--- src/common/ecrf_params.svh ---
`ifndef ECRF_PARAMS_SVH
`define ECRF_PARAMS_SVH

// Record header size in bytes
`define ECRF_HDR_BYTES 16
// Size of each extension header in bytes
`define ECRF_EXT_BYTES 8
// Offset byte plus pad byte ahead of the frame
`define ECRF_PAD_BYTES 2
// Most extension headers carried by one record
`define ECRF_EXT_MAX 3
// Bit of a type byte that flags a following extension header
`define ECRF_MORE_BIT 7
// Base type code for an Ethernet record
`define ECRF_ETH_TYPE 7'h02
// Fill value of the unimplemented offset byte
`define ECRF_OFFSET_FILL 8'h00
// Fill value of the pad byte
`define ECRF_PAD_FILL 8'h00
// Output buffer depth in words
`define ECRF_FIFO_DEPTH 4
// Loss counter reset value
`define ECRF_LOSS_RESET 16'h0000

`endif

--- src/common/ecrf_pkg.sv ---
`default_nettype none
package ecrf_pkg;

   // Phases of one record on the output stream
   typedef enum logic [2:0] {
      ECRF_IDLE,
      ECRF_HDR,
      ECRF_EXT,
      ECRF_OFFS,
      ECRF_PAD,
      ECRF_PAY
   } ecrf_state_t;

   // Byte on the output stream
   typedef logic [7:0] ecrf_byte_t;

endpackage : ecrf_pkg
`default_nettype wire

--- src/hdl/ecrf_formatter.sv ---
// Operation
// - Type bit 7 set when extension headers follow
// - Ethernet record type bits 6:0 equal 2
// - Offset byte emitted; receiver ignores its value
// - One pad byte, then frame starts
// - Payload equals length minus 16, extensions, 2
// - Extension type bit 7 marks another following
// - Every extension header is eight bytes
// - Extension chaining independent of base record type
// - Record length field holds total record bytes
// - Loss counter counts drops since previous record
// - Wire length field holds on-link packet length
`timescale 1ns/1ps
`default_nettype none
`include "ecrf_params.svh"

// Small FIFO of flip-flops with valid/ready on both sides
module ecrf_fifo #(
   parameter int WIDTH = 9,
   parameter int DEPTH = 4
) (
   input wire logic clock,
   input wire logic reset_n,
   input wire logic in_valid,
   output logic in_ready,
   input wire logic [WIDTH-1:0] in_data,
   output logic out_valid,
   input wire logic out_ready,
   output logic [WIDTH-1:0] out_data
);
   localparam int AW = (DEPTH > 1) ? $clog2(DEPTH) : 1;

   logic [WIDTH-1:0] mem_q [DEPTH]; // Storage entries
   logic [AW-1:0] wr_q; // Write index
   logic [AW-1:0] rd_q; // Read index
   logic [AW:0] cnt_q; // Words held
   logic push; // Word taken in
   logic pop; // Word handed out

   // Honest full and empty flags
   assign in_ready = (cnt_q != (AW+1)'(DEPTH));
   assign out_valid = (cnt_q != '0);
   assign push = in_valid && in_ready;
   assign pop = out_valid && out_ready;
   assign out_data = mem_q[rd_q];

   // Entry writes, one per storage word
   genvar gi;
   generate
      for (gi = 0; gi < DEPTH; gi++) begin : g_entry
         always_ff @(posedge clock) begin
            if (push && (wr_q == AW'(gi))) begin
               mem_q[gi] <= in_data;
            end
         end
      end
   endgenerate

   // Write pointer with wrap
   always_ff @(posedge clock or negedge reset_n) begin
      if (!reset_n) begin
         wr_q <= '0;
      end else if (push) begin
         wr_q <= (wr_q == AW'(DEPTH - 1)) ? '0 : wr_q + 1'b1;
      end
   end

   // Read pointer with wrap
   always_ff @(posedge clock or negedge reset_n) begin
      if (!reset_n) begin
         rd_q <= '0;
      end else if (pop) begin
         rd_q <= (rd_q == AW'(DEPTH - 1)) ? '0 : rd_q + 1'b1;
      end
   end

   // Fill level
   always_ff @(posedge clock or negedge reset_n) begin
      if (!reset_n) begin
         cnt_q <= '0;
      end else if (push && !pop) begin
         cnt_q <= cnt_q + 1'b1;
      end else if (pop && !push) begin
         cnt_q <= cnt_q - 1'b1;
      end
   end

endmodule : ecrf_fifo

// Builds Ethernet capture records as a byte stream
module ecrf_formatter
   import ecrf_pkg::*;
(
   input wire logic clock,
   input wire logic reset_n,
   input wire logic desc_valid,
   output logic desc_ready,
   input wire logic [63:0] desc_timestamp,
   input wire logic [7:0] desc_flags,
   input wire logic [15:0] desc_wire_len,
   input wire logic [15:0] desc_frame_len,
   input wire logic [1:0] desc_ext_count,
   input wire logic [20:0] desc_ext_kind,
   input wire logic [167:0] desc_ext_body,
   input wire logic loss_event,
   input wire logic frame_valid,
   output logic frame_ready,
   input wire logic [7:0] frame_data,
   output logic rec_valid,
   input wire logic rec_ready,
   output logic [7:0] rec_data,
   output logic rec_last,
   output logic busy
);
   localparam int EXTW = 64 * `ECRF_EXT_MAX;

   ecrf_state_t state_q; // Record phase
   logic [15:0] cnt_q; // Bytes left in phase, minus one
   logic [127:0] hdr_q; // Header shift register
   logic [EXTW-1:0] ext_q; // Extension shift register
   logic [1:0] ext_n_q; // Extension count of record
   logic [15:0] len_q; // Frame length of record
   logic [15:0] loss_q; // Drops since last record
   logic [EXTW-1:0] ext_flat; // Extensions laid out in order
   logic [15:0] rlen; // Total record length
   logic [7:0] type_byte; // Record type byte
   logic [15:0] loss_field; // Loss value for this record
   logic take; // Descriptor accepted
   logic fill_valid; // Byte offered to buffer
   logic fill_ready; // Buffer has room
   logic fire; // Byte moved into buffer
   ecrf_byte_t fill_data; // Byte offered
   logic fill_last; // Last byte of record
   logic phase_end; // Final byte of phase moves

   // Descriptor taken only between records
   assign desc_ready = (state_q == ECRF_IDLE);
   assign take = desc_valid && desc_ready;
   assign busy = (state_q != ECRF_IDLE);

   // Extension headers in chain order, first at the top
   genvar ge;
   generate
      for (ge = 0; ge < `ECRF_EXT_MAX; ge++) begin : g_ext
         logic more; // Another header follows this one
         assign more = (2'(ge + 1) < desc_ext_count);
         assign ext_flat[EXTW-1-64*ge -: 64] = {more, desc_ext_kind[7*ge +: 7],
                                                desc_ext_body[56*ge +: 56]};
      end
   endgenerate

   // Type byte: chain flag over the Ethernet code
   assign type_byte = {(desc_ext_count != 2'd0), `ECRF_ETH_TYPE};

   // Total bytes handed to the host for this record
   assign rlen = 16'(`ECRF_HDR_BYTES + `ECRF_PAD_BYTES) + {desc_ext_count, 3'b000}
                 + desc_frame_len;

   // Drop arriving with the take still lands in this record
   assign loss_field = (loss_event && loss_q != 16'hffff) ? loss_q + 16'h0001 : loss_q;

   // Drop counter, cleared when a record takes its value
   always_ff @(posedge clock or negedge reset_n) begin
      if (!reset_n) begin
         loss_q <= `ECRF_LOSS_RESET;
      end else if (take) begin
         loss_q <= `ECRF_LOSS_RESET;
      end else if (loss_event && loss_q != 16'hffff) begin
         loss_q <= loss_q + 16'h0001;
      end
   end

   // Byte offered to the buffer in each phase
   always_comb begin
      fill_valid = 1'b0;
      fill_data = 8'h00;
      fill_last = 1'b0;
      case (state_q)
         ECRF_IDLE: begin
            fill_valid = 1'b0;
         end
         ECRF_HDR: begin
            fill_valid = 1'b1;
            fill_data = hdr_q[127:120];
         end
         ECRF_EXT: begin
            fill_valid = 1'b1;
            fill_data = ext_q[EXTW-1 -: 8];
         end
         ECRF_OFFS: begin
            fill_valid = 1'b1;
            fill_data = `ECRF_OFFSET_FILL;
         end
         ECRF_PAD: begin
            fill_valid = 1'b1;
            fill_data = `ECRF_PAD_FILL;
            fill_last = (len_q == 16'h0000);
         end
         ECRF_PAY: begin
            fill_valid = frame_valid;
            fill_data = frame_data;
            fill_last = (cnt_q == 16'h0000);
         end
         default: begin
            fill_valid = 1'b0;
         end
      endcase
   end

   // Frame bytes drawn only while the buffer has room
   assign frame_ready = (state_q == ECRF_PAY) && fill_ready;
   assign fire = fill_valid && fill_ready;
   assign phase_end = fire && (cnt_q == 16'h0000);

   // Header and extension shift registers
   always_ff @(posedge clock or negedge reset_n) begin
      if (!reset_n) begin
         hdr_q <= '0;
         ext_q <= '0;
      end else if (take) begin
         hdr_q <= {desc_timestamp, type_byte, desc_flags, rlen, loss_field,
                   desc_wire_len};
         ext_q <= ext_flat;
      end else if (fire && state_q == ECRF_HDR) begin
         hdr_q <= {hdr_q[119:0], 8'h00};
      end else if (fire && state_q == ECRF_EXT) begin
         ext_q <= {ext_q[EXTW-9:0], 8'h00};
      end
   end

   // Per-record lengths held for the phase sequence
   always_ff @(posedge clock or negedge reset_n) begin
      if (!reset_n) begin
         ext_n_q <= 2'd0;
         len_q <= 16'h0000;
      end else if (take) begin
         ext_n_q <= desc_ext_count;
         len_q <= desc_frame_len;
      end
   end

   // Phase sequence: header, extensions, offset, pad, frame
   always_ff @(posedge clock or negedge reset_n) begin
      if (!reset_n) begin
         state_q <= ECRF_IDLE;
         cnt_q <= 16'h0000;
      end else begin
         case (state_q)
            ECRF_IDLE: begin
               if (take) begin
                  state_q <= ECRF_HDR;
                  cnt_q <= 16'(`ECRF_HDR_BYTES - 1);
               end
            end
            ECRF_HDR: begin
               if (phase_end && ext_n_q != 2'd0) begin
                  state_q <= ECRF_EXT;
                  cnt_q <= {11'h000, ext_n_q, 3'b000} - 16'h0001;
               end else if (phase_end) begin
                  state_q <= ECRF_OFFS;
                  cnt_q <= 16'h0000;
               end else if (fire) begin
                  cnt_q <= cnt_q - 16'h0001;
               end
            end
            ECRF_EXT: begin
               if (phase_end) begin
                  state_q <= ECRF_OFFS;
                  cnt_q <= 16'h0000;
               end else if (fire) begin
                  cnt_q <= cnt_q - 16'h0001;
               end
            end
            ECRF_OFFS: begin
               if (fire) begin
                  state_q <= ECRF_PAD;
                  cnt_q <= 16'h0000;
               end
            end
            ECRF_PAD: begin
               if (fire && len_q == 16'h0000) begin
                  state_q <= ECRF_IDLE;
               end else if (fire) begin
                  state_q <= ECRF_PAY;
                  cnt_q <= len_q - 16'h0001;
               end
            end
            ECRF_PAY: begin
               if (phase_end) begin
                  state_q <= ECRF_IDLE;
               end else if (fire) begin
                  cnt_q <= cnt_q - 16'h0001;
               end
            end
            default: begin
               state_q <= ECRF_IDLE;
            end
         endcase
      end
   end

   // Output buffer; host-side stall reaches the frame source
   ecrf_fifo #(
      .WIDTH(9),
      .DEPTH(`ECRF_FIFO_DEPTH)
   ) u_fifo (
      .clock(clock),
      .reset_n(reset_n),
      .in_valid(fill_valid),
      .in_ready(fill_ready),
      .in_data({fill_last, fill_data}),
      .out_valid(rec_valid),
      .out_ready(rec_ready),
      .out_data({rec_last, rec_data})
   );

endmodule : ecrf_formatter
`default_nettype wire

--- config.mk ---
export PLATFORM = sky130hd
export DESIGN_NAME = ecrf_formatter
export DESIGN_NICKNAME = d
export VERILOG_FILES = /design/src/common/ecrf_pkg.sv /design/src/hdl/ecrf_formatter.sv
export VERILOG_INCLUDE_DIRS = /design/src /design/src/common
export SDC_FILE = /design/constraint.sdc
export NUM_CORES = 1
export LEC_CHECK = 0
export BUFFER_PORTS_ARGS = -buffer_cell sky130_fd_sc_hd__buf_2
export CORE_ASPECT_RATIO = 2
export CORE_MARGIN = 2
export CORE_UTILIZATION = 40
export CTS_CLUSTER_DIAMETER = 60
export DETAILED_ROUTE_END_ITERATION = 12
export PLACE_DENSITY_LB_ADDON = 0.2
export REMOVE_ABC_BUFFERS = 1
export SYNTH_ARGS = -nofsm -noshare
export SYNTH_HDL_FRONTEND = slang
export SYNTH_SLANG_ARGS = --single-unit
--- constraint.sdc ---
create_clock -name clock -period 2.4 [get_ports clock]
set_input_delay 0.36 -clock clock [delete_from_list [all_inputs] [get_ports clock]]
set_output_delay 0.36 -clock clock [all_outputs]
set_load 0.005 [all_outputs]
==> results of run 1 <==
## per-stage QoR
step / instance area, sq um / std cells / hold WS [ns] / worst slack [ns] / power [mW]
4_1_cts: 24060 / 3168 / 0.004538 / -0.05046 / 31.25
3_5_place_dp: 22600 / 3091 / 0.3150 / -0.3190 / 24.30
6_report: 24120 / 3176 / 0.03068 / -0.01404 / 30.96
2_1_floorplan: 18580 / 1976 / 0.06441 / -12.15 / 19.54
5_1_grt: 24120 / 3175 / 0.02125 / -0.06330 / 33.33
3_3_place_gp: 22600 / 3091 / 0.3064 / -0.3458 / 23.88
## worst max-delay path, cell delays in order, from the launching register on
cell and delay (ns):
sky130_fd_sc_hd__dfrtp_1 0.38, sky130_fd_sc_hd__or3_4 0.41, sky130_fd_sc_hd__or4_4 0.47, sky130_fd_sc_hd__or3_4 0.37
sky130_fd_sc_hd__a21oi_4 0.16, sky130_fd_sc_hd__and2_4 0.17, sky130_fd_sc_hd__o22ai_1 0.08, sky130_fd_sc_hd__a32o_1 0.26
## state kept, by name, summed over array words and instances, names as in the netlist, 3 cells and up
signal	count
cnt_q	16
ext_q	192
hdr_q	128
len_q	16
loss_q	16
state_q	3
u_fifo.cnt_q	3
u_fifo.mem_q	36
## layer usage
layer,GRT usage,routed length [um]
met4,0.1186,3098
met3,0.03488,2628
met5,0,64
met2,0.4530,32340
met1,0.2642,21650
## path summary, 6_finish.rpt
path                                     from          to  depth (start not counted)  slack (ns)
setup / recovery                    cnt_q[12]    cnt_q[7]                          7       -0.01
hold / removal             desc_timestamp[20]   hdr_q[84]                          3        0.03
max in group asynchronous             reset_n  ext_q[132]                          3        1.24
setup reg to reg                    cnt_q[12]    cnt_q[7]                          7       -0.01
min in group asynchronous             reset_n   hdr_q[10]                          2        0.31
hold reg to reg                     hdr_q[99]   hdr_q[99]                          2        0.47
## area by class of cell
| class | count | area, sq um |
|---|---|---|
| fill | 4476 | 23240 |
| sequential | 416 | 10590 |
| multi-input combinational | 1543 | 8030 |
| timing repair buffer | 484 | 3209 |
| clock buffer | 63 | 1271 |
| tap | 632 | 790.8 |
| clock inverter | 13 | 145.1 |
| inverter | 17 | 63.81 |
| antenna | 8 | 20.02 |
## timing repair
item	in CTS	in global routing
hold buffers	1	0
gates resized for setup	9	12
setup buffers	0	0
endpoints found under the hold margin	42	0
setup endpoints to repair	21	82
pin swaps	1	2
## layout by cell type (no fill, tap or decap), drive strengths merged, types with 3 or more instances in the layout
master     n
o22a       3
xor2      17
mux2       3
o21ai     60
o211ai     4
a21oi     21
clkbuf    63
nor3      22
a22oi     85
clkinv     6
inv       21
a2bb2oi    3
a31oi    204
buf      483
o22ai     24
nor2b     10
a211oi     5
nand3     22
xnor2     28
a22o      22
nand4      9
and3      10
or4        3
mux2i      5
and2       4
edfxtp    36
nor2     293
and4       5
dfrtp    380
nand2    610
ha        17
nor4       8
or3       10
diode      8
nand2b     4
mux4       9
## cell families after synthesis
family / after synthesis
buffers and inverters: 163
XOR/XNOR: 45
adder cells (fa/ha/maj): 18
AO/OA/AOI/OAI: 446
AND/OR/NAND/NOR: 1017
multiplexers: 17
flip-flops: 416
## power breakdown
group	total, mW	switching (mW)	internal (mW)
Sequential	12.2	1.85	10.4
Combinational	12.0	6.77	5.19
Clock	6.77	2.87	3.91
==> Flow_metrics.wiki, run 1 <==
{| class="wikitable"
! Metric !! Value
|-
| GR Overflow Total || 0
|-
| FMAX || 414.2 MHz
|-
| Sort of element at the start of the critical path || flop
|-
| Port Buffer Count || around 320
|-
| Clock input transition at the sequential cells of the worst setup and hold paths || 0.07 ns
|-
| Final Slew Violations || 0
|-
| XOR/XNOR share of the synthesized area || 0.02059
|-
| Root Buffer || sky130_fd_sc_hd__clkbuf_16
|-
| Fin Setup TNS || -0.01404 ns
|-
| Post-detailed-placement half-perimeter wirelength || between 40 and 50 mm
|-
| FF+latch count, synth || around 420
|-
| Core box area || 47360 sq um
|-
| Data required time of the critical path || ~2.8 ns
|-
| Distinct cells, synth || between 50 and 60
|-
| Post-synthesis cell count || 2122
|-
| Setup repair after global routing missed its margin || true
|-
| Proportion of register bits with asynchronous set or reset after synthesis || 0.9135
|-
| Starting density of the core || 0.4041
|-
| Portion of the post-synthesis area used by sequential elements || 0.5533
|-
| Height of the chip || 313.4 um
|-
| Cell types occupying the most area after synthesis || sky130_fd_sc_hd__dfrtp_1 50%, sky130_fd_sc_hd__nand2_1 12%, sky130_fd_sc_hd__a31oi_1 6.7%
|-
| Overall routing resource usage || 0.2433
|-
| CTS tree || done
|-
| Clk_skew || approximately 0.012 ns
|-
| Final routed wirelength across all metal layers || approximately 60 mm
|-
| Count of unresolved DRC violations after routing || 0
|-
| Number of buffers created by CTS || 42
|-
| Number of iterations in the first detailed-routing pass || 8
|-
| Main synth FF type || sky130_fd_sc_hd__dfrtp_1
|-
| Net total in the final layout || approximately 2800
|-
| Hold violation total from the final report || 0
|-
| Drt first-iter violations || 999
|-
| Violations in the final reports || setup timing
|-
| Clk Latency, worst-skew pair || approximately 0.55 ns
|-
| Static Leakage || approximately 11 nW
|-
| Crit Path Category || flop to flop
|-
| Routed vias || roughly 17000
|-
| Routed length per placed instance || 18.82 um
|-
| Pin count of the biggest net entering global routing || between 90 and 100
|-
| Max IR drop VDD || approximately 0.7 mV
|-
| Row count || 113
|-
| Global placement routability congestion || between 0.9 and 1
|-
| Power per cell area || 1284 nW/um^2
|-
| Number of primary I/O pins || about 320
|-
| Number of antenna violations at the first check in global routing || 14
|-
| Post-synthesis cell area || ~19000 sq um
|-
| Relative max-transition margin || 0.5927
|-
| Type of destination of the critical path || flop
|-
| CP Data Arrival Time || 2.85 ns
|-
| Complex-gate fraction of the synthesized area || 0.1528
|-
| Proportion of synthesized area in mux cells || 0.01497
|-
| Number of maximum-capacitance constraint violations || 0
|-
| Worst setup margin || -0.01404 ns
|-
| Final count of negative-setup-slack endpoints || 1
|-
| Cell with the most instances after synthesis || sky130_fd_sc_hd__nand2_1
|-
| Commonest cells in the netlist || 610 x sky130_fd_sc_hd__nand2_1, 380 x sky130_fd_sc_hd__dfrtp_1, 293 x sky130_fd_sc_hd__nor2_1
|-
| Layout overhead on the synthesized area || 26.02%
|-
| Number of nets still failing antenna checks after routing || 0
|-
| Largest fanout on the critical path || 4
|-
| Fin crit period || about 2.4 ns
|-
| Dominant cell type by area after synthesis || sky130_fd_sc_hd__dfrtp_1
|-
| Warnings from Yosys || 0
|-
| Share of post-route cells with drive strength above 1 || 0.2330
|-
| H-tree lvl count || 2
|-
| Post-synth EDFFs || 36
|-
| Post-Synth Adder-Cell Area || 0.01216
|-
| Via count of the first global-routing pass || around 17000
|-
| Vias per inst || roughly 5.2
|-
| Final period utilization || 1.006
|-
| Number of buffers between clock root and the deepest sink || 3
|-
| Main combinational cell family by area after synthesis || simple AND/OR/NAND/NOR gates
|-
| Global-route wire length before repair || approximately 94 mm
|-
| Synth Area per Inst || between 9 and 10 sq um
|-
| Outcome || finished, violations left
|-
| Number of clock sinks seen by CTS || 416
|-
| Synthesized-area fraction occupied by and/or/nand/nor cells || 0.2135
|-
| Chip Width || roughly 160 um
|-
| Share of the synthesized area in the top cell type || 0.4968
|-
| Die outline area || 49720 sq um
|-
| Worst min-delay path class || primary input to flop
|-
| Actual slew at the worst max-slew pin || 0.6110 ns
|-
| Final Core Density || 0.5093
|}
Note: power is estimated with default switching activity, not from simulation.
==> run 2, diff against run 1 <==
--- a/config.mk
+++ b/config.mk
@@ -6,6 +6,7 @@
 export SDC_FILE = /design/constraint.sdc
 export NUM_CORES = 1
 export LEC_CHECK = 0
+export ABC_AREA = 1
 export BUFFER_PORTS_ARGS = -buffer_cell sky130_fd_sc_hd__buf_2
 export CORE_ASPECT_RATIO = 2
 export CORE_MARGIN = 2
==> Flow_metrics.wiki, run 2 <==
{| class="wikitable"
! Metric !! Value
|-
| Max FFs per register || 192 (unchanged)
|-
| Actual slew at the worst max-slew pin || 0.5668 ns (-0.04414 ns)
|-
| Number of nets still failing antenna checks after routing || 0 (unchanged)
|-
| Number of primary I/O pins || 322 (unchanged)
|-
| Sort of element at the start of the critical path || flop
|-
| Clk_skew || 0.01521 ns (+0.002793 ns)
|-
| Total power after layout || 31.36 mW (+1.3%)
|-
| Post-synthesis cell count || 2463 (+16%)
|-
| Core box area || 49780 sq um (+5.1%)
|-
| Routed length per placed instance || 17.46 um (-7.3%)
|-
| Cell with the most instances after synthesis || sky130_fd_sc_hd__nand2_1
|-
| Biggest regs || ext_q (192), hdr_q (128), u_fifo.mem_q (36)
|-
| CP Data Arrival Time || 1.93 ns (-0.92 ns)
|-
| Pin count of the biggest net entering global routing || 96 (+5.5%)
|-
| Number of antenna violations at the first check in global routing || 21 (+7)
|-
| Hold Crit Depth || 3 (unchanged)
|-
| Chip Width || 162.2 um (+2.2%)
|-
| Synth Area per Inst || 8.127 sq um (-9.9%)
|-
| Fin crit period || 2.295 ns (-0.1191 ns)
|-
| FF+latch count, synth || 416 (unchanged)
|-
| Layout overhead on the synthesized area || 19.86%
|-
| Cell types occupying the most area after synthesis || sky130_fd_sc_hd__dfrtp_1 48%, sky130_fd_sc_hd__nand2_1 14%, sky130_fd_sc_hd__nor2_1 5.8%
|-
| Power per cell area || 1307 nW/um^2 (+1.8%)
|-
| Net total in the final layout || 3090 (+9.1%)
|-
| Dominant cell type by area after synthesis || sky130_fd_sc_hd__dfrtp_1
|-
| Overall routing resource usage || 0.2299 (-0.01342)
|-
| Clk Latency, worst-skew pair || 0.55 ns (about the same)
|-
| Height of the chip || 320.4 um (+2.2%)
|-
| Portion of the post-synthesis area used by sequential elements || 0.5290 (-0.02428)
|-
| Hold violation total from the final report || 0 (unchanged)
|-
| Final routed wirelength across all metal layers || 60.20 mm (+0.69%)
|-
| Number of buffers between clock root and the deepest sink || 3 (unchanged)
|-
| Fill count || 4953 (+11%)
|-
| Share of post-route cells with drive strength above 1 || 0.1745 (-0.05855)
|-
| Proportion of register bits with asynchronous set or reset after synthesis || 0.9135 (unchanged)
|-
| Type of destination of the critical path || output pin
|-
| Leading cell type in the layout, fill and taps excluded || sky130_fd_sc_hd__nand2_1
|-
| Vias per inst || 5.163 (-1.6%)
|-
| Final period utilization || 0.9562 (-0.04961)
|-
| Starting density of the core || 0.4021 (-0.001988)
|-
| Final Slew Violations || 0 (unchanged)
|-
| Worst setup margin || 0.1050 ns (+0.1191 ns)
|-
| Global-route met1 utilization || 0.2614 (-0.002769)
|-
| Number of buffers created by CTS || 40 (-4.8%)
|-
| Most congested layer reported by global routing || met2
|-
| FF-to-FF setup slack || 0.12 ns (+0.13 ns)
|-
| Root Buffer || sky130_fd_sc_hd__clkbuf_16
|-
| Data required time of the critical path || 2.04 ns (-0.80 ns)
|-
| Global-route wire length before repair || 94.38 mm (+0.77%)
|-
| Pre-CTS setup slack || -0.007798 ns (+0.3112 ns)
|-
| Final count of negative-setup-slack endpoints || 0 (-1)
|-
| Count of cells along the worst register-to-register path || 10 (+3)
|-
| Largest fanout on the critical path || 11 (+7)
|-
| Port Buffer Count || 321 (unchanged)
|-
| Distinct cells, synth || 41 (-31%)
|-
| Via count of the first global-routing pass || 17815 (+2.0%)
|-
| GRT met3 Usage || 0.04061 (+0.005728)
|-
| Drt first-iter violations || 1116 (+12%)
|-
| Setup repair after global routing missed its margin || false
|-
| Worst min-delay path class || primary input to flop
|-
| Post-synthesis cell area || 20020 sq um (+4.6%)
|-
| Post-synth EDFFs || 36 (unchanged)
|-
| Post-detailed-placement half-perimeter wirelength || 43.53 mm (-3.2%)
|-
| Number of iterations in the first detailed-routing pass || 6 (-2)
|-
| Static Leakage || 11.51 nW (+2.2%)
|-
| H-tree lvl count || 2 (unchanged)
|-
| Global placement routability congestion || 0.8915 (-4.8%)
|-
| Routed vias || 17803 (+6.8%)
|-
| Outcome || finished clean
|-
| Max IR drop VDD || 0.7731 mV (+12%)
|-
| Share of the synthesized area in the top cell type || 0.4750 (-0.02180)
|-
| Clock input transition at the sequential cells of the worst setup and hold paths || 0.07 ns (about the same)
|-
| Commonest cells in the netlist || 727 x sky130_fd_sc_hd__nand2_1, 380 x sky130_fd_sc_hd__dfrtp_1, 308 x sky130_fd_sc_hd__nor2_1
|-
| Number of clock sinks seen by CTS || 416 (unchanged)
|-
| GR Overflow Total || 0 (unchanged)
|-
| Count of unresolved DRC violations after routing || 0 (unchanged)
|-
| CTS tree || done
|-
| Most frequent cells in the layout || 726 x sky130_fd_sc_hd__nand2_1, 380 x sky130_fd_sc_hd__dfrtp_1, 321 x sky130_fd_sc_hd__buf_2, 306 x sky130_fd_sc_hd__nor2_1, 188 x sky130_fd_sc_hd__inv_1
|-
| Main synth FF type || sky130_fd_sc_hd__dfrtp_1
|-
| Met2 Usage GRT || 0.4196 (-0.03340)
|-
| Die outline area || 51960 sq um (+4.5%)
|-
| Row count || 116 (+2.7%)
|-
| Warnings from Yosys || 0 (unchanged)
|-
| Crit Path Category || flop to output pin
|-
| FMAX || 435.7 MHz (+5.2%)
|-
| Number of maximum-capacitance constraint violations || 0 (unchanged)
|-
| Relative max-transition margin || 0.6217 (+0.02901)
|-
| Register containing the most flip-flops in the final layout || ext_q
|}
-- run 2: per-layer routing --
metal,part of all wire,vias up
met3,0.054,146
met5,0.0025,-
met4,0.047,24
met2,0.52,510
met1,0.38,8420
li1,-,8703
-- run 2: what timing repair did --
item | 4_1_cts | 5_1_grt
pin swaps | 0 | 2
gates cloned | 0 | 2
endpoints found under the hold margin | 49 | 0
setup endpoints to repair | 2 | 165
setup buffers | 0 | 5
hold buffers | 1 | 0
gates resized for setup | 1 | 7
-- run 2: worst paths after layout --
| check | to | startpoint |
|---|---|---|
| min in group asynchronous | ext_q[23] | reset_n |
| max | rec_data[6] | u_fifo.rd_q[1] |
| max reg2reg | u_fifo.cnt_q[2] | u_fifo.cnt_q[0] |
| min reg2reg | hdr_q[37] | hdr_q[37] |
| min | ext_q[7] | desc_ext_body[119] |
| max in group asynchronous | ext_q[106] | reset_n |
-- run 2: cell type report --
cell class | count | area [sq um] | share of cell area
timing repair buffer | 400 | 2496 | 0.1040
multi-input combinational | 1707 | 8061 | 0.3360
sequential | 416 | 10590 | 0.4414
antenna | 8 | 20.02 | 0.0008343
tap | 649 | 812.0 | 0.03384
clock buffer | 50 | 1059 | 0.04412
clock inverter | 20 | 205.2 | 0.008552
inverter | 198 | 750.7 | 0.03129
-- run 2: critical path, stage by stage, from the launching register on --
cell and delay (ns):
sky130_fd_sc_hd__dfrtp_1 0.51, sky130_fd_sc_hd__inv_1 0.30, sky130_fd_sc_hd__o21ai_0 0.16, sky130_fd_sc_hd__o22ai_1 0.25
sky130_fd_sc_hd__buf_2 0.17
-- run 2: cell families after synthesis --
logic type | after synthesis | synth area share
and+or+nand+nor | 1198 | 0.2370
AOI/OAI and AO/OA | 471 | 0.1438
DFF | 416 | 0.5290
buffers and inverters | 341 | 0.07019
xor gates and xnor gates | 18 | 0.007876
adders and majority gates | 18 | 0.01163
muxes | 1 | 0.0005001
-- run 2: stage by stage --
stage	TNS [ns]	utilization	hold WS (ns)	instances	instance area, sq um
floorplan	-6033.36	-	0.06441	2320	19360
global placement	-0.06415	0.4543	0.3259	3362	22620
detailed placement	-0.007798	0.4543	0.3205	3362	22620
CTS	-0.002505	0.4800	0.002305	3433	23900
global route	0	0.4819	0.02184	3447	23990
finish	0	0.4820	0.02480	3448	23990
-- run 2: where the power goes --
part / internal (mW) / total, mW / switching [mW]
Sequential: 10.4 / 12.0 / 1.59
Clock: 3.48 / 6.29 / 2.82
Combinational: 4.82 / 13.1 / 8.24
Total: 18.7 / 31.4 / 12.6
==> run 3, diff against run 2 <==
--- a/config.mk
+++ b/config.mk
@@ -6,7 +6,6 @@
 export SDC_FILE = /design/constraint.sdc
 export NUM_CORES = 1
 export LEC_CHECK = 0
-export ABC_AREA = 1
 export BUFFER_PORTS_ARGS = -buffer_cell sky130_fd_sc_hd__buf_2
 export CORE_ASPECT_RATIO = 2
 export CORE_MARGIN = 2
@@ -17,4 +16,5 @@
 export REMOVE_ABC_BUFFERS = 1
 export SYNTH_ARGS = -nofsm -noshare
 export SYNTH_HDL_FRONTEND = slang
+export SYNTH_HIERARCHICAL = 1
 export SYNTH_SLANG_ARGS = --single-unit
==> Flow_metrics.wiki, run 3 <==
{| class="wikitable"
! Metric !! Value
|-
| Overall routing resource usage || 0.2132 (-0.01667)
|-
| Main synth FF type || sky130_fd_sc_hd__dfrtp_1
|-
| Fin Setup TNS || 0 ns (unchanged)
|-
| Proportion of register bits with asynchronous set or reset after synthesis || 0.9135 (unchanged)
|-
| Fill count || 4602 (-7.1%)
|-
| Largest fanout on the critical path || 5 (-6)
|-
| Root Buffer || sky130_fd_sc_hd__clkbuf_16
|-
| Pin count of the biggest net entering global routing || 107 (+11%)
|-
| Origin of the worst min-delay path || desc_ext_body[122]
|-
| Type of destination of the critical path || flop
|-
| CTS tree || done
|-
| Final count of negative-setup-slack endpoints || 0 (unchanged)
|-
| Vias per inst || 5.211 (+0.92%)
|-
| Routed length per placed instance || 17.95 um (+2.8%)
|-
| Warnings from Yosys || 6 (+6)
|-
| Routed vias || 15658 (-12%)
|-
| Static Leakage || 10.73 nW (-6.8%)
|-
| Die outline area || 51080 sq um (-1.7%)
|-
| FMAX || 423.4 MHz (-2.8%)
|-
| Count of unresolved DRC violations after routing || 0 (unchanged)
|-
| Sort of element at the start of the critical path || flop
|-
| Post-synth EDFFs || 36 (unchanged)
|-
| Pre-CTS setup slack || -0.01902 ns (-0.01122 ns)
|-
| Worst hold slack across all endpoints || 0.02159 ns (-0.003208 ns)
|-
| Port Buffer Count || 321 (unchanged)
|-
| Post-detailed-placement half-perimeter wirelength || 37.99 mm (-13%)
|-
| Power per cell area || 1198 nW/um^2 (-8.3%)
|-
| Area of all placed cells without fillers || 24640 sq um (+2.7%)
|-
| Commonest cells in the netlist || 445 x sky130_fd_sc_hd__nand2_1, 380 x sky130_fd_sc_hd__dfrtp_1, 259 x sky130_fd_sc_hd__o21ai_0
|-
| Fin crit period || 2.362 ns (+0.06662 ns)
|-
| Share of post-route cells with drive strength above 1 || 0.2223 (+0.04778)
|-
| Clk_skew || 0.01339 ns (-0.001824 ns)
|-
| Placed cell area || 22590 sq um (-0.13%)
|-
| Worst setup margin || 0.03840 ns (-0.06662 ns)
|-
| Dominant cell type by area after synthesis || sky130_fd_sc_hd__dfrtp_1
|-
| GR Overflow Total || 0 (unchanged)
|-
| Actual slew at the worst max-slew pin || 0.6609 ns (+0.09405 ns)
|-
| Cell count after placement || 2874 (-15%)
|-
| Number of iterations in the first detailed-routing pass || 5 (-1)
|-
| CP Data Arrival Time || 2.79 ns (+0.86 ns)
|-
| Number of clock sinks seen by CTS || 416 (unchanged)
|-
| Portion of the post-synthesis area used by sequential elements || 0.5384 (+0.009321)
|-
| Data required time of the critical path || 2.83 ns (+0.79 ns)
|-
| Core box area || 48920 sq um (-1.7%)
|-
| Number of primary I/O pins || 322 (unchanged)
|-
| Global-route wire length before repair || 87.41 mm (-7.4%)
|-
| Relative max-transition margin || 0.5585 (-0.06319)
|-
| Number of maximum-capacitance constraint violations || 0 (unchanged)
|-
| Final routed wirelength across all metal layers || 53.95 mm (-10%)
|-
| Via count of the first global-routing pass || 15971 (-10%)
|-
| Final Core Density || 0.5036 (+0.02160)
|-
| Drt first-iter violations || 1132 (+1.4%)
|-
| Max IR drop VDD || 0.7081 mV (-8.4%)
|-
| Global placement routability congestion || 0.9000 (+0.95%)
|-
| Distinct cells, synth || 72 (+76%)
|-
| Share of the synthesized area in the top cell type || 0.4834 (+0.008369)
|-
| Number of buffers created by CTS || 41 (+2.5%)
|-
| Synth Area per Inst || 10.08 sq um (+24%)
|-
| Total power after layout || 29.51 mW (-5.9%)
|-
| Max FFs per register || 192 (unchanged)
|-
| Final Slew Violations || 0 (unchanged)
|-
| Count of cells along the worst register-to-register path || 6 (-4)
|-
| Layout overhead on the synthesized area || 25.24%
|-
| Startpoint of the most critical register-to-register path || cnt_q[13]
|-
| Post-synthesis cell area || 19670 sq um (-1.7%)
|-
| Height of the chip || 317.6 um (-0.86%)
|-
| Number of buffers between clock root and the deepest sink || 3 (unchanged)
|-
| Outcome || finished clean
|-
| Antenna diode count || 0 (-8)
|-
| Final period utilization || 0.9840 (+0.02776)
|-
| Post-synthesis cell count || 1951 (-21%)
|-
| FF-to-FF setup slack || 0.04 ns (-0.08 ns)
|-
| Final std cells w/o fill || 3005 (-13%)
|-
| Sink of the worst hold path || ext_q[10]
|-
| Cell types occupying the most area after synthesis || sky130_fd_sc_hd__dfrtp_1 48%, sky130_fd_sc_hd__mux2i_1 11%, sky130_fd_sc_hd__nand2_1 8.5%
|-
| Biggest regs || ext_q (192), hdr_q (128), u_fifo/mem_q (36)
|-
| Number of antenna violations at the first check in global routing || 5 (-76%)
|-
| Register containing the most flip-flops in the final layout || ext_q
|-
| H-tree lvl count || 2 (unchanged)
|-
| FF+latch count, synth || 416 (unchanged)
|-
| Worst min-delay path class || primary input to flop
|-
| Starting density of the core || 0.4021 (about the same)
|-
| Setup repair after global routing missed its margin || false
|-
| Clk Latency, worst-skew pair || 0.55 ns (about the same)
|-
| Most frequent cells in the layout || 444 x sky130_fd_sc_hd__nand2_1, 379 x sky130_fd_sc_hd__dfrtp_1, 320 x sky130_fd_sc_hd__buf_2, 259 x sky130_fd_sc_hd__o21ai_0, 208 x sky130_fd_sc_hd__mux2i_1
|-
| Hold Crit Depth || 3 (unchanged)
|-
| Number of nets still failing antenna checks after routing || 0 (unchanged)
|-
| Clock input transition at the sequential cells of the worst setup and hold paths || 0.06 ns (about the same)
|-
| Chip Width || 160.8 um (-0.85%)
|-
| Endpoint of the lowest-slack register-to-register path || cnt_q[10]
|-
| Hold violation total from the final report || 0 (unchanged)
|-
| Net total in the final layout || 2661 (-14%)
|-
| Leading cell type in the layout, fill and taps excluded || sky130_fd_sc_hd__nand2_1
|-
| Cell with the most instances after synthesis || sky130_fd_sc_hd__nand2_1
|-
| Row count || 115 (-0.86%)
|-
| Crit Path Category || flop to flop
|}
-- run 3: cell types whose count changed after synthesis, sizes merged, moves of 81 or more --
| cell | previous run | this run |
|---|---|---|
| nand2 | 732 | 445 |
| nand3 | 115 | 34 |
| a31oi | 147 | 7 |
| nor2 | 313 | 76 |
| mux2i | 1 | 208 |
| inv | 197 | 20 |
| o21ai | 144 | 259 |
-- run 3: logic make-up (layout without fill, tap and decap cells) --
| group | after synthesis | count (layout) | synth area share |
|---|---|---|---|
| AND/OR/NAND/NOR | 659 | 659 | 0.1457 |
| flip-flops | 416 | 416 | 0.5384 |
| multiplexers | 222 | 222 | 0.1194 |
| adder cells (fa/ha/maj) | 19 | 19 | 0.01247 |
| buffers and inverters | 150 | 561 | 0.03028 |
| AO/OA/AOI/OAI | 447 | 447 | 0.1369 |
| XOR/XNOR | 38 | 38 | 0.01692 |
-- run 3: where the power goes --
group	internal [mW]	switching [mW]	leakage (nW)
sequential	10.4	2.10	5.08
clock	4.04	2.83	0.707
combinational	4.54	5.59	4.94
total	19.0	10.5	10.7
-- run 3: layout make-up --
cell class / instances / area [sq um] / area share
clock buffer: 54 / 1189 / 0.04825
clock inverter: 18 / 231.5 / 0.009396
inverter: 21 / 78.83 / 0.003200
multi-input combinational: 1385 / 8563 / 0.3476
sequential: 416 / 10590 / 0.4299
tap: 643 / 804.5 / 0.03266
timing repair buffer: 468 / 3178 / 0.1290
-- run 3: metal layers --
layer	GRT usage	vias to the layer above	wire (um)
met2	0.3440	451	25310
li1	-	7630	-
met4	0.06448	10	1629
met5	0	-	69
met1	0.2944	7459	23930
met3	0.03756	108	3016
-- run 3: worst max path at each step --
stage                         start         endpoint  slack, ns  depth (start not counted)
floorplan                state_q[2]        hdr_q[22]     -13.59                          5
global placement    u_fifo/cnt_q[1]         cnt_q[2]      -0.02                          5
finish                    cnt_q[13]        cnt_q[10]       0.04                          6
detailed placement  u_fifo/cnt_q[1]         cnt_q[2]      -0.02                          5
global route        u_fifo/cnt_q[1]  u_fifo/cnt_q[2]     0.0009                          8
CTS                       cnt_q[13]        cnt_q[10]       0.06                          6
-- run 3: repair_timing --
item / CTS / global route
pin swaps: 0 / 0
endpoints found under the hold margin: 87 / 0
endpoints found under the setup margin: 11 / 10
hold buffers: 58 / 0
gates resized for setup: 2 / 7
buffers inserted: 0 / 1
-- run 3: worst max-delay path, stage by stage, from the launching register on --
cell and delay, ns:
sky130_fd_sc_hd__dfrtp_1 0.42, sky130_fd_sc_hd__or4_4 0.54, sky130_fd_sc_hd__or4_4 0.50, sky130_fd_sc_hd__o32a_4 0.36, sky130_fd_sc_hd__o21a_4 0.15, sky130_fd_sc_hd__a32oi_2 0.19, sky130_fd_sc_hd__o22ai_1 0.10
